==> src/fbg_pkg.sv <==
// Notes on behaviour
// RL1: device mismatch 21, clock mode mismatch 22
// RL2: rate setup errors 24, 25, 26, 27
// RL3: 00 no error, 11 checksum, 80 command
// RL4: erase failure reports 51 after header byte
// RL5: each 128-byte unit written once, erased
// RL6: protected area written fully with ff
// RL7: user code above 40, reserved vectors ff
// RL8: key code not ff: programmer reads 00
// RL9: no flash access until key cleared
// RL10: no reset or standby while programming
// RL11: reset during programming held 100 us
// RL12: program or erase only via downloaded routine
// RL13: downloaded routine at most 2 Kbytes
// RL14: software guards runaway during programming
// RL15: erase before reprogramming is recommended
package fbg_pkg;
  localparam logic [7:0] ERR_NONE     = 8'h00;
  localparam logic [7:0] ERR_CHECKSUM = 8'h11;
  localparam logic [7:0] ERR_DEVICE   = 8'h21;
  localparam logic [7:0] ERR_CLKMODE  = 8'h22;
  localparam logic [7:0] ERR_BITRATE  = 8'h24;
  localparam logic [7:0] ERR_INFREQ   = 8'h25;
  localparam logic [7:0] ERR_DIVRATIO = 8'h26;
  localparam logic [7:0] ERR_OPFREQ   = 8'h27;
  localparam logic [7:0] ERR_ERASE    = 8'h51;
  localparam logic [7:0] ERR_COMMAND  = 8'h80;
  localparam logic [7:0] ERASE_ERR_HDR = 8'hd8;
  localparam logic [7:0] BLANK_BYTE   = 8'hff;
  localparam logic [7:0] LOCKED_READ  = 8'h00;
  localparam logic [23:0] KEY_FIRST   = 24'h00003c;
  localparam logic [23:0] KEY_LAST    = 24'h00003f;
  localparam int ROUTINE_MAX_BYTES    = 2048;
  localparam int ROUTINE_AW           = 11;
  typedef enum logic [3:0] {
    FBG_CHK_NONE, FBG_CHK_SUM, FBG_CHK_DEV, FBG_CHK_CLK,
    FBG_CHK_RATE, FBG_CHK_IFREQ, FBG_CHK_DIV, FBG_CHK_OFREQ,
    FBG_CHK_CMD, FBG_CHK_ERASE
  } fbg_chk_t;
endpackage : fbg_pkg

==> src/fbg_guard.sv <==
`timescale 1ns/100ps
module fbg_guard
  import fbg_pkg::*;
(
  input  wire logic                  clk,
  input  wire logic                  arst_n,
  input  wire logic                  chk_valid,
  input  wire logic [3:0]            chk_kind,
  input  wire logic                  prog_mode,
  input  wire logic                  rd_req,
  input  wire logic [23:0]           rd_addr,
  input  wire logic [7:0]            rd_flash_data,
  input  wire logic                  key_wr,
  input  wire logic [1:0]            key_idx,
  input  wire logic [7:0]            key_data,
  input  wire logic                  key_erase,
  input  wire logic                  onchip_routine_download_request,
  input  wire logic                  dl_wr,
  input  wire logic                  dl_done,
  input  wire logic                  op_start,
  output logic                       tx_valid,
  output logic [7:0]                 tx_byte,
  output logic                       rd_valid,
  output logic [7:0]                 rd_data,
  output logic                       routine_ready,
  output logic                       op_go,
  output logic                       dl_overflow
);
  typedef enum logic [1:0] {FBG_IDLE, FBG_HDR, FBG_CODE} fbg_tx_t;
  typedef struct packed {
    fbg_tx_t                 txs;
    logic [7:0]              code;
    logic                    tx_valid;
    logic [7:0]              tx_byte;
    logic                    rd_valid;
    logic [7:0]              rd_data;
    logic [3:0]              key_blank;
    logic                    dl_act;
    logic [ROUTINE_AW:0]     dl_cnt;
    logic                    routine_ready;
    logic                    op_go;
    logic                    dl_overflow;
  } fbg_state_t;
  fbg_state_t st, next_st;

  function automatic logic [7:0] code_of(input logic [3:0] k);
    case (fbg_chk_t'(k))
      FBG_CHK_SUM:   code_of = ERR_CHECKSUM; // RL3
      FBG_CHK_DEV:   code_of = ERR_DEVICE;   // RL1
      FBG_CHK_CLK:   code_of = ERR_CLKMODE;  // RL1
      FBG_CHK_RATE:  code_of = ERR_BITRATE;  // RL2
      FBG_CHK_IFREQ: code_of = ERR_INFREQ;   // RL2
      FBG_CHK_DIV:   code_of = ERR_DIVRATIO; // RL2
      FBG_CHK_OFREQ: code_of = ERR_OPFREQ;   // RL2
      FBG_CHK_CMD:   code_of = ERR_COMMAND;  // RL3
      FBG_CHK_ERASE: code_of = ERR_ERASE;    // RL4
      default:       code_of = ERR_NONE;     // RL3
    endcase
  endfunction : code_of

  always_comb begin
    next_st = st;
    next_st.tx_valid = 1'b0;
    next_st.rd_valid = 1'b0;
    next_st.op_go = 1'b0;
    case (st.txs)
      FBG_IDLE: begin
        if (chk_valid) begin
          next_st.code = code_of(chk_kind);
          if (fbg_chk_t'(chk_kind) == FBG_CHK_ERASE) begin
            next_st.tx_valid = 1'b1; // RL4
            next_st.tx_byte = ERASE_ERR_HDR;
            next_st.txs = FBG_CODE;
          end else begin
            next_st.txs = FBG_HDR;
          end
        end
      end
      FBG_HDR: begin
        next_st.tx_valid = 1'b1; // RL3
        next_st.tx_byte = st.code;
        next_st.txs = FBG_IDLE;
      end
      default: begin
        next_st.tx_valid = 1'b1; // RL4
        next_st.tx_byte = st.code;
        next_st.txs = FBG_IDLE;
      end
    endcase
    // key code area watch
    if (key_erase) begin
      next_st.key_blank = 4'hf;
    end else if (key_wr) begin
      next_st.key_blank[key_idx] = (key_data == BLANK_BYTE); // RL8
    end
    if (rd_req) begin
      next_st.rd_valid = 1'b1;
      if (prog_mode && (st.key_blank != 4'hf)) begin
        next_st.rd_data = LOCKED_READ; // RL8
      end else begin
        next_st.rd_data = rd_flash_data;
      end
    end
    // routine download and size limit
    if (onchip_routine_download_request) begin
      next_st.dl_act = 1'b1; // RL12
      next_st.dl_cnt = '0;
      next_st.routine_ready = 1'b0;
      next_st.dl_overflow = 1'b0;
    end else if (st.dl_act && dl_wr) begin
      if (st.dl_cnt == (ROUTINE_AW + 1)'(ROUTINE_MAX_BYTES)) begin
        next_st.dl_overflow = 1'b1; // RL13
        next_st.dl_act = 1'b0;
      end else begin
        next_st.dl_cnt = st.dl_cnt + 1'b1;
      end
    end else if (st.dl_act && dl_done) begin
      next_st.dl_act = 1'b0;
      next_st.routine_ready = !st.dl_overflow; // RL12
    end
    if (op_start && st.routine_ready) begin
      next_st.op_go = 1'b1; // RL12
    end
  end

  always_ff @(posedge clk or negedge arst_n) begin
    if (!arst_n) begin
      st <= '{txs: FBG_IDLE, code: ERR_NONE, tx_valid: 1'b0,
              tx_byte: 8'h00, rd_valid: 1'b0, rd_data: 8'h00,
              key_blank: 4'hf, dl_act: 1'b0, dl_cnt: '0,
              routine_ready: 1'b0, op_go: 1'b0, dl_overflow: 1'b0};
    end else begin
      st <= next_st;
    end
  end

  assign tx_valid      = st.tx_valid;
  assign tx_byte       = st.tx_byte;
  assign rd_valid      = st.rd_valid;
  assign rd_data       = st.rd_data;
  assign routine_ready = st.routine_ready;
  assign op_go         = st.op_go;
  assign dl_overflow   = st.dl_overflow;

  property p_dev_code;
    @(posedge clk) disable iff (!arst_n)
      (chk_valid && st.txs == FBG_IDLE && chk_kind == 4'(FBG_CHK_DEV))
      |-> ##2 (tx_valid && tx_byte == 8'h21);
  endproperty
  a_dev_code: assert property (p_dev_code) else $error("bad dev code"); // RL1
  property p_clk_code;
    @(posedge clk) disable iff (!arst_n)
      (chk_valid && st.txs == FBG_IDLE && chk_kind == 4'(FBG_CHK_CLK))
      |-> ##2 (tx_valid && tx_byte == 8'h22);
  endproperty
  a_clk_code: assert property (p_clk_code) else $error("bad clk code"); // RL1
  property p_rate_code;
    @(posedge clk) disable iff (!arst_n)
      (chk_valid && st.txs == FBG_IDLE && chk_kind == 4'(FBG_CHK_DIV))
      |-> ##2 (tx_valid && tx_byte == 8'h26);
  endproperty
  a_rate_code: assert property (p_rate_code) else $error("bad div"); // RL2
  property p_cmd_code;
    @(posedge clk) disable iff (!arst_n)
      (chk_valid && st.txs == FBG_IDLE && chk_kind == 4'(FBG_CHK_CMD))
      |-> ##2 (tx_valid && tx_byte == 8'h80);
  endproperty
  a_cmd_code: assert property (p_cmd_code) else $error("bad cmd code"); // RL3
  property p_erase_frame;
    @(posedge clk) disable iff (!arst_n)
      (chk_valid && st.txs == FBG_IDLE && chk_kind == 4'(FBG_CHK_ERASE))
      |-> ##1 (tx_valid && tx_byte == 8'hd8)
          ##1 (tx_valid && tx_byte == 8'h51);
  endproperty
  a_erase_frame: assert property (p_erase_frame) else $error("erase frm"); // RL4
  property p_key_lock;
    @(posedge clk) disable iff (!arst_n)
      (rd_req && prog_mode && st.key_blank != 4'hf)
      |=> (rd_valid && rd_data == 8'h00);
  endproperty
  a_key_lock: assert property (p_key_lock) else $error("key not locked"); // RL8
  property p_go_needs_dl;
    @(posedge clk) disable iff (!arst_n)
      op_go |-> $past(routine_ready) && $past(op_start);
  endproperty
  a_go_needs_dl: assert property (p_go_needs_dl) else $error("go w/o dl"); // RL12
  property p_size_cap;
    @(posedge clk) disable iff (!arst_n)
      st.dl_cnt <= (ROUTINE_AW + 1)'(ROUTINE_MAX_BYTES);
  endproperty
  a_size_cap: assert property (p_size_cap) else $error("routine size"); // RL13
  property p_ovf_blocks;
    @(posedge clk) disable iff (!arst_n)
      dl_overflow |-> !routine_ready;
  endproperty
  a_ovf_blocks: assert property (p_ovf_blocks) else $error("ovf ready"); // RL13
  property p_ready_needs_done;
    @(posedge clk) disable iff (!arst_n)
      $rose(routine_ready) |-> $past(dl_done) && $past(st.dl_act);
  endproperty
  a_ready_needs_done: assert property (p_ready_needs_done) // RL12
    else $error("ready without download");
  property p_tx_pulse;
    @(posedge clk) disable iff (!arst_n)
      (tx_valid && st.txs == FBG_IDLE && !chk_valid) |=> !tx_valid;
  endproperty
  a_tx_pulse: assert property (p_tx_pulse) else $error("tx stuck"); // RL3
  property p_open_read;
    @(posedge clk) disable iff (!arst_n)
      (rd_req && (!prog_mode || st.key_blank == 4'hf))
      |=> (rd_valid && rd_data == $past(rd_flash_data));
  endproperty
  a_open_read: assert property (p_open_read) else $error("open read"); // RL8
  property p_key_erase;
    @(posedge clk) disable iff (!arst_n)
      key_erase |=> (st.key_blank == 4'hf);
  endproperty
  a_key_erase: assert property (p_key_erase) else $error("key erase"); // RL8
  property p_rd_pulse;
    @(posedge clk) disable iff (!arst_n)
      rd_valid |-> $past(rd_req);
  endproperty
  a_rd_pulse: assert property (p_rd_pulse) else $error("rd w/o req"); // RL8
endmodule : fbg_guard

==> config.mk <==
export PLATFORM = sky130hd
export DESIGN_NAME = fbg_guard
export DESIGN_NICKNAME = d
export VERILOG_FILES = /design/src/fbg_pkg.sv /design/src/fbg_guard.sv
export SDC_FILE = /design/constraint.sdc
export NUM_CORES = 1
export LEC_CHECK = 0
export ABC_AREA = 1
export BUFFER_PORTS_ARGS = -buffer_cell sky130_fd_sc_hd__buf_2
export CAP_MARGIN = 20
export CORE_AREA = 2 2 97 62
export CTS_CLUSTER_SIZE = 8
export DETAILED_ROUTE_END_ITERATION = 8
export DIE_AREA = 0 0 99 64
export PLACE_DENSITY = 0.85
export SETUP_SLACK_MARGIN = 0.02
export SLEW_MARGIN = 25
export SYNTH_ARGS = -nofsm -noshare
export SYNTH_HDL_FRONTEND = slang
export SYNTH_SLANG_ARGS = --single-unit
==> constraint.sdc <==
create_clock -name clk -period 1.4 [get_ports clk]
set_input_delay 0.35 -clock clk [delete_from_list [all_inputs] [get_ports clk]]
set_output_delay 0.35 -clock clk [all_outputs]
set_load 0.02 [all_outputs]
==> results.json <==
{
  "status": "finished, violations left",
  "violations": "setup timing",
  "antenna_found_initial": 0,
  "fmax_mhz": 711,
  "worstSkewPairLatency_ps": 310,
  "grt_pass1_wl_um": 9180,
  "cts.sinks": 47,
  "fin_crit_sh_pct": 100,
  "synth_top_family_by_area": "simple AND/OR/NAND/NOR gates",
  "synth_top_area_share_pct": 44.4,
  "place_ws_ps": -181,
  "endpoint_kind": "flip-flop",
  "cts_root_buf": "clkbuf_8",
  "track_usage_pct": 18.2,
  "drt_iter0_drc": 133,
  "rsz0062_at_grt": "yes",
  "synth-xor-area-share_pct": 1.08,
  "tightest_slew_ps": 311,
  "nets": 430,
  "antenna_cells": 0,
  "crit_path_top_delay_cell": "dfrtp_2",
  "drive_gt1_share_pct": 38.5,
  "ctsHoldBuffers": 0,
  "clock_path_buffers": 2,
  "drc_errors": 0,
  "io_pins": 78,
  "max_stage_delay_ps": 450,
  "p_per_area_nw_per_um2": 1010,
  "synthMuxAreaShare_pct": 0.413,
  "path_cells": "inv_2 -> ha_4 -> nand3_2 -> nor2_1 -> nand3b_1 -> nand2_2 -> buf_12 -> nand2_4 -> o21ai_2",
  "fillers": 440,
  "post-route-util_pct": 59.0,
  "drt_wl_total_um": 5710,
  "wl_per_cell_um": 13.0,
  "leakagePower_nw": 1.62,
  "dpl.cell_count": 425,
  "cp-start-kind": "flip-flop",
  "synth_fp_nets": 358,
  "seq_area_frac_synth_pct": 48.7,
  "core-area_um2": 5390,
  "critPathKind": "flip-flop to flip-flop",
  "fin_ws_ps": -6.79,
  "regArea_um2": 1180,
  "hold_path_class": "input pin to async pin",
  "endpoint": "st[6]",
  "dpl.hpwl_um": 3980,
  "maxCapViolations": 0,
  "multiInputGateArea_um2": 1060,
  "arrival_ps": 1640,
  "synth_simple_gate_area_share_pct": 22.0,
  "reg2reg_depth": 9,
  "grt_overflow_total": 0,
  "crit_path_max_fanout": 8,
  "synthAdderAreaFrac_pct": 2.58,
  "grt_pass1_vias": 2033,
  "hold_viol": 0,
  "synth_edf_count": 0,
  "worstPathRequired_ps": 1640,
  "vdd_ir_drop_max_mv": 0.410,
  "fin_skew_ps": 2.54,
  "clkTransAtPathRegs_ps": 90,
  "grt_max_degree": 48,
  "ant_nets": 0,
  "post_synth.cell_area_avg_um2": 8.19,
  "die_area_um2": 6340,
  "yosys_register_bits": 47,
  "setup_violations": 3,
  "postSynth.asyncResetShare_pct": 100,
  "ys.flop_type": "dfrtp_1",
  "cts_buffers": 5,
  "startpoint": "st[4]",
  "reg2reg_from": "st[4]",
  "final_cells": 438,
  "ys_types": 29,
  "min_period_ps": 1410,
  "regToRegSetupSlack_ps": -7,
  "routabilityCongestion": 0.884,
  "slew_headroom_pct": 79.2,
  "ys_warn_count": 0,
  "io_buffer_count": 53,
  "htree_levels": 2,
  "initial_core_util_pct": 45.0,
  "drt-vias-per-instance": 4.91,
  "first_pass_iters": 5,
  "rows": 21,
  "synth_cells": 296,
  "synth_compound_area_share_pct": 11.4,
  "num_vias": 2152,
  "cts_tree": "yes",
  "syn_area_um2": 2420,
  "synth_area_leaders": "dfrtp_1 44%, nand2_1 10%, inv_1 7.7%",
  "slew_viol_final": 0,
  "die_width_um": 99,
  "rr_endpoint": "st[6]",
  "whs_ps": 7.92,
  "synth_top_area_cell": "dfrtp_1",
  "area_growth_pct": 31.0,
  "fp.dieH_um": 64
}
-- critical path: cells and delay by family (launching register included) --
kind                       cells  cell delay, ps
AOI/OAI and AO/OA              1              60
DFF                            1             450
adders and majority gates      1             160
and+or+nand+nor                5             420
buffers and inverters          2             240
-- worst min path at each step --
stage | startpoint | end | slack (ps)
after floorplan | arst_n | dl_overflow | 50
after global placement | arst_n | rd_data[1] | 350
after detailed placement | arst_n | rd_data[1] | 350
after CTS | arst_n | rd_valid | 30
after global routing | arst_n | rd_data[7] | 30
final | arst_n | rd_data[7] | 8
-- cells in the mapped netlist, types with 3 or more instances --
cell type   n
nand2_1    65
inv_1      50
dfrtp_1    43
nor2_1     18
nand3_1    17
buf_4      16
o21ai_0    16
o22ai_1    11
a21oi_1    10
nand4_1     6
ha_1        5
o21ai_1     5
dfstp_2     4
nor3_1      4
o21ai_2     4
nor2_2      3
or2_2       3
xor2_1      3
-- metrics by stage --
stage | setup TNS (ps) | area, um2 | total power [mW]
6_report | -14.4 | 3180 | 3.21
3_3_place_gp | -596 | 2860 | 2.09
5_1_grt | -696 | 3180 | 3.35
2_1_floorplan | 0 | 2420 | 1.93
4_1_cts | 0 | 3060 | 3.20
3_5_place_dp | -1130 | 2860 | 2.12
-- report_power, final --
| group | internal (mW) | total, mW | switching [mW] |
|---|---|---|---|
| Sequential | 1.47 | 1.53 | 0.0602 |
| Clock | 0.587 | 1.07 | 0.481 |
| Combinational | 0.249 | 0.612 | 0.363 |
| Total | 2.31 | 3.21 | 0.904 |
-- placed cells by master (no fill, tap or decap), types with 4 or more instances in the layout --
cell type,synthesis,routed
nor3_1,4,4
nor2_1,18,16
nand4_1,6,6
buf_4,16,28
buf_2,1,53
o21ai_2,4,9
clkbuf_8,0,6
nand2_1,65,52
nand3_1,17,13
o22ai_1,11,11
nand2_2,2,10
dfstp_2,4,4
nand2_4,0,5
o21ai_0,16,15
a21oi_1,10,10
inv_1,50,47
dfrtp_1,43,40
-- cell families (layout without fill, tap and decap cells) --
logic type | Yosys count | in the layout
compound gates | 48 | 48
fa+ha+maj | 5 | 5
mux | 1 | 1
buf+inv | 71 | 144
xor+xnor | 3 | 3
simple gates | 121 | 121
flops | 47 | 47
-- final cells by class --
class                      count  area share (%)
inverter                      52            6.23
sequential                    47            37.3
tap                           69            2.72
timing repair buffer          84            16.6
clock buffer                   6            2.60
multi-input combinational    178            33.3
clock inverter                 2            1.22
-- sequential cells by signal (all words and copies together), names as in the netlist --
signal / count
dl_overflow: 1
op_go: 1
rd_data: 8
rd_valid: 1
routine_ready: 1
st: 26
tx_byte: 8
tx_valid: 1
-- layer usage --
layer	global-route usage, %	wire length, um	vias up
met3	4.16	349	13
met4	6.34	102	0
met5	0	0	-
met2	30.2	2760	72
li1	-	-	1066
met1	23.5	2500	1001
-- timing repair --
action | 4_1_cts | 5_1_grt
resized for setup | 16 | 30
pin swaps | 5 | 10
setup buffers | 3 | 2
endpoints found under the setup margin | 12 | 12
No activity file was read; power rests on OpenSTA's default activity.
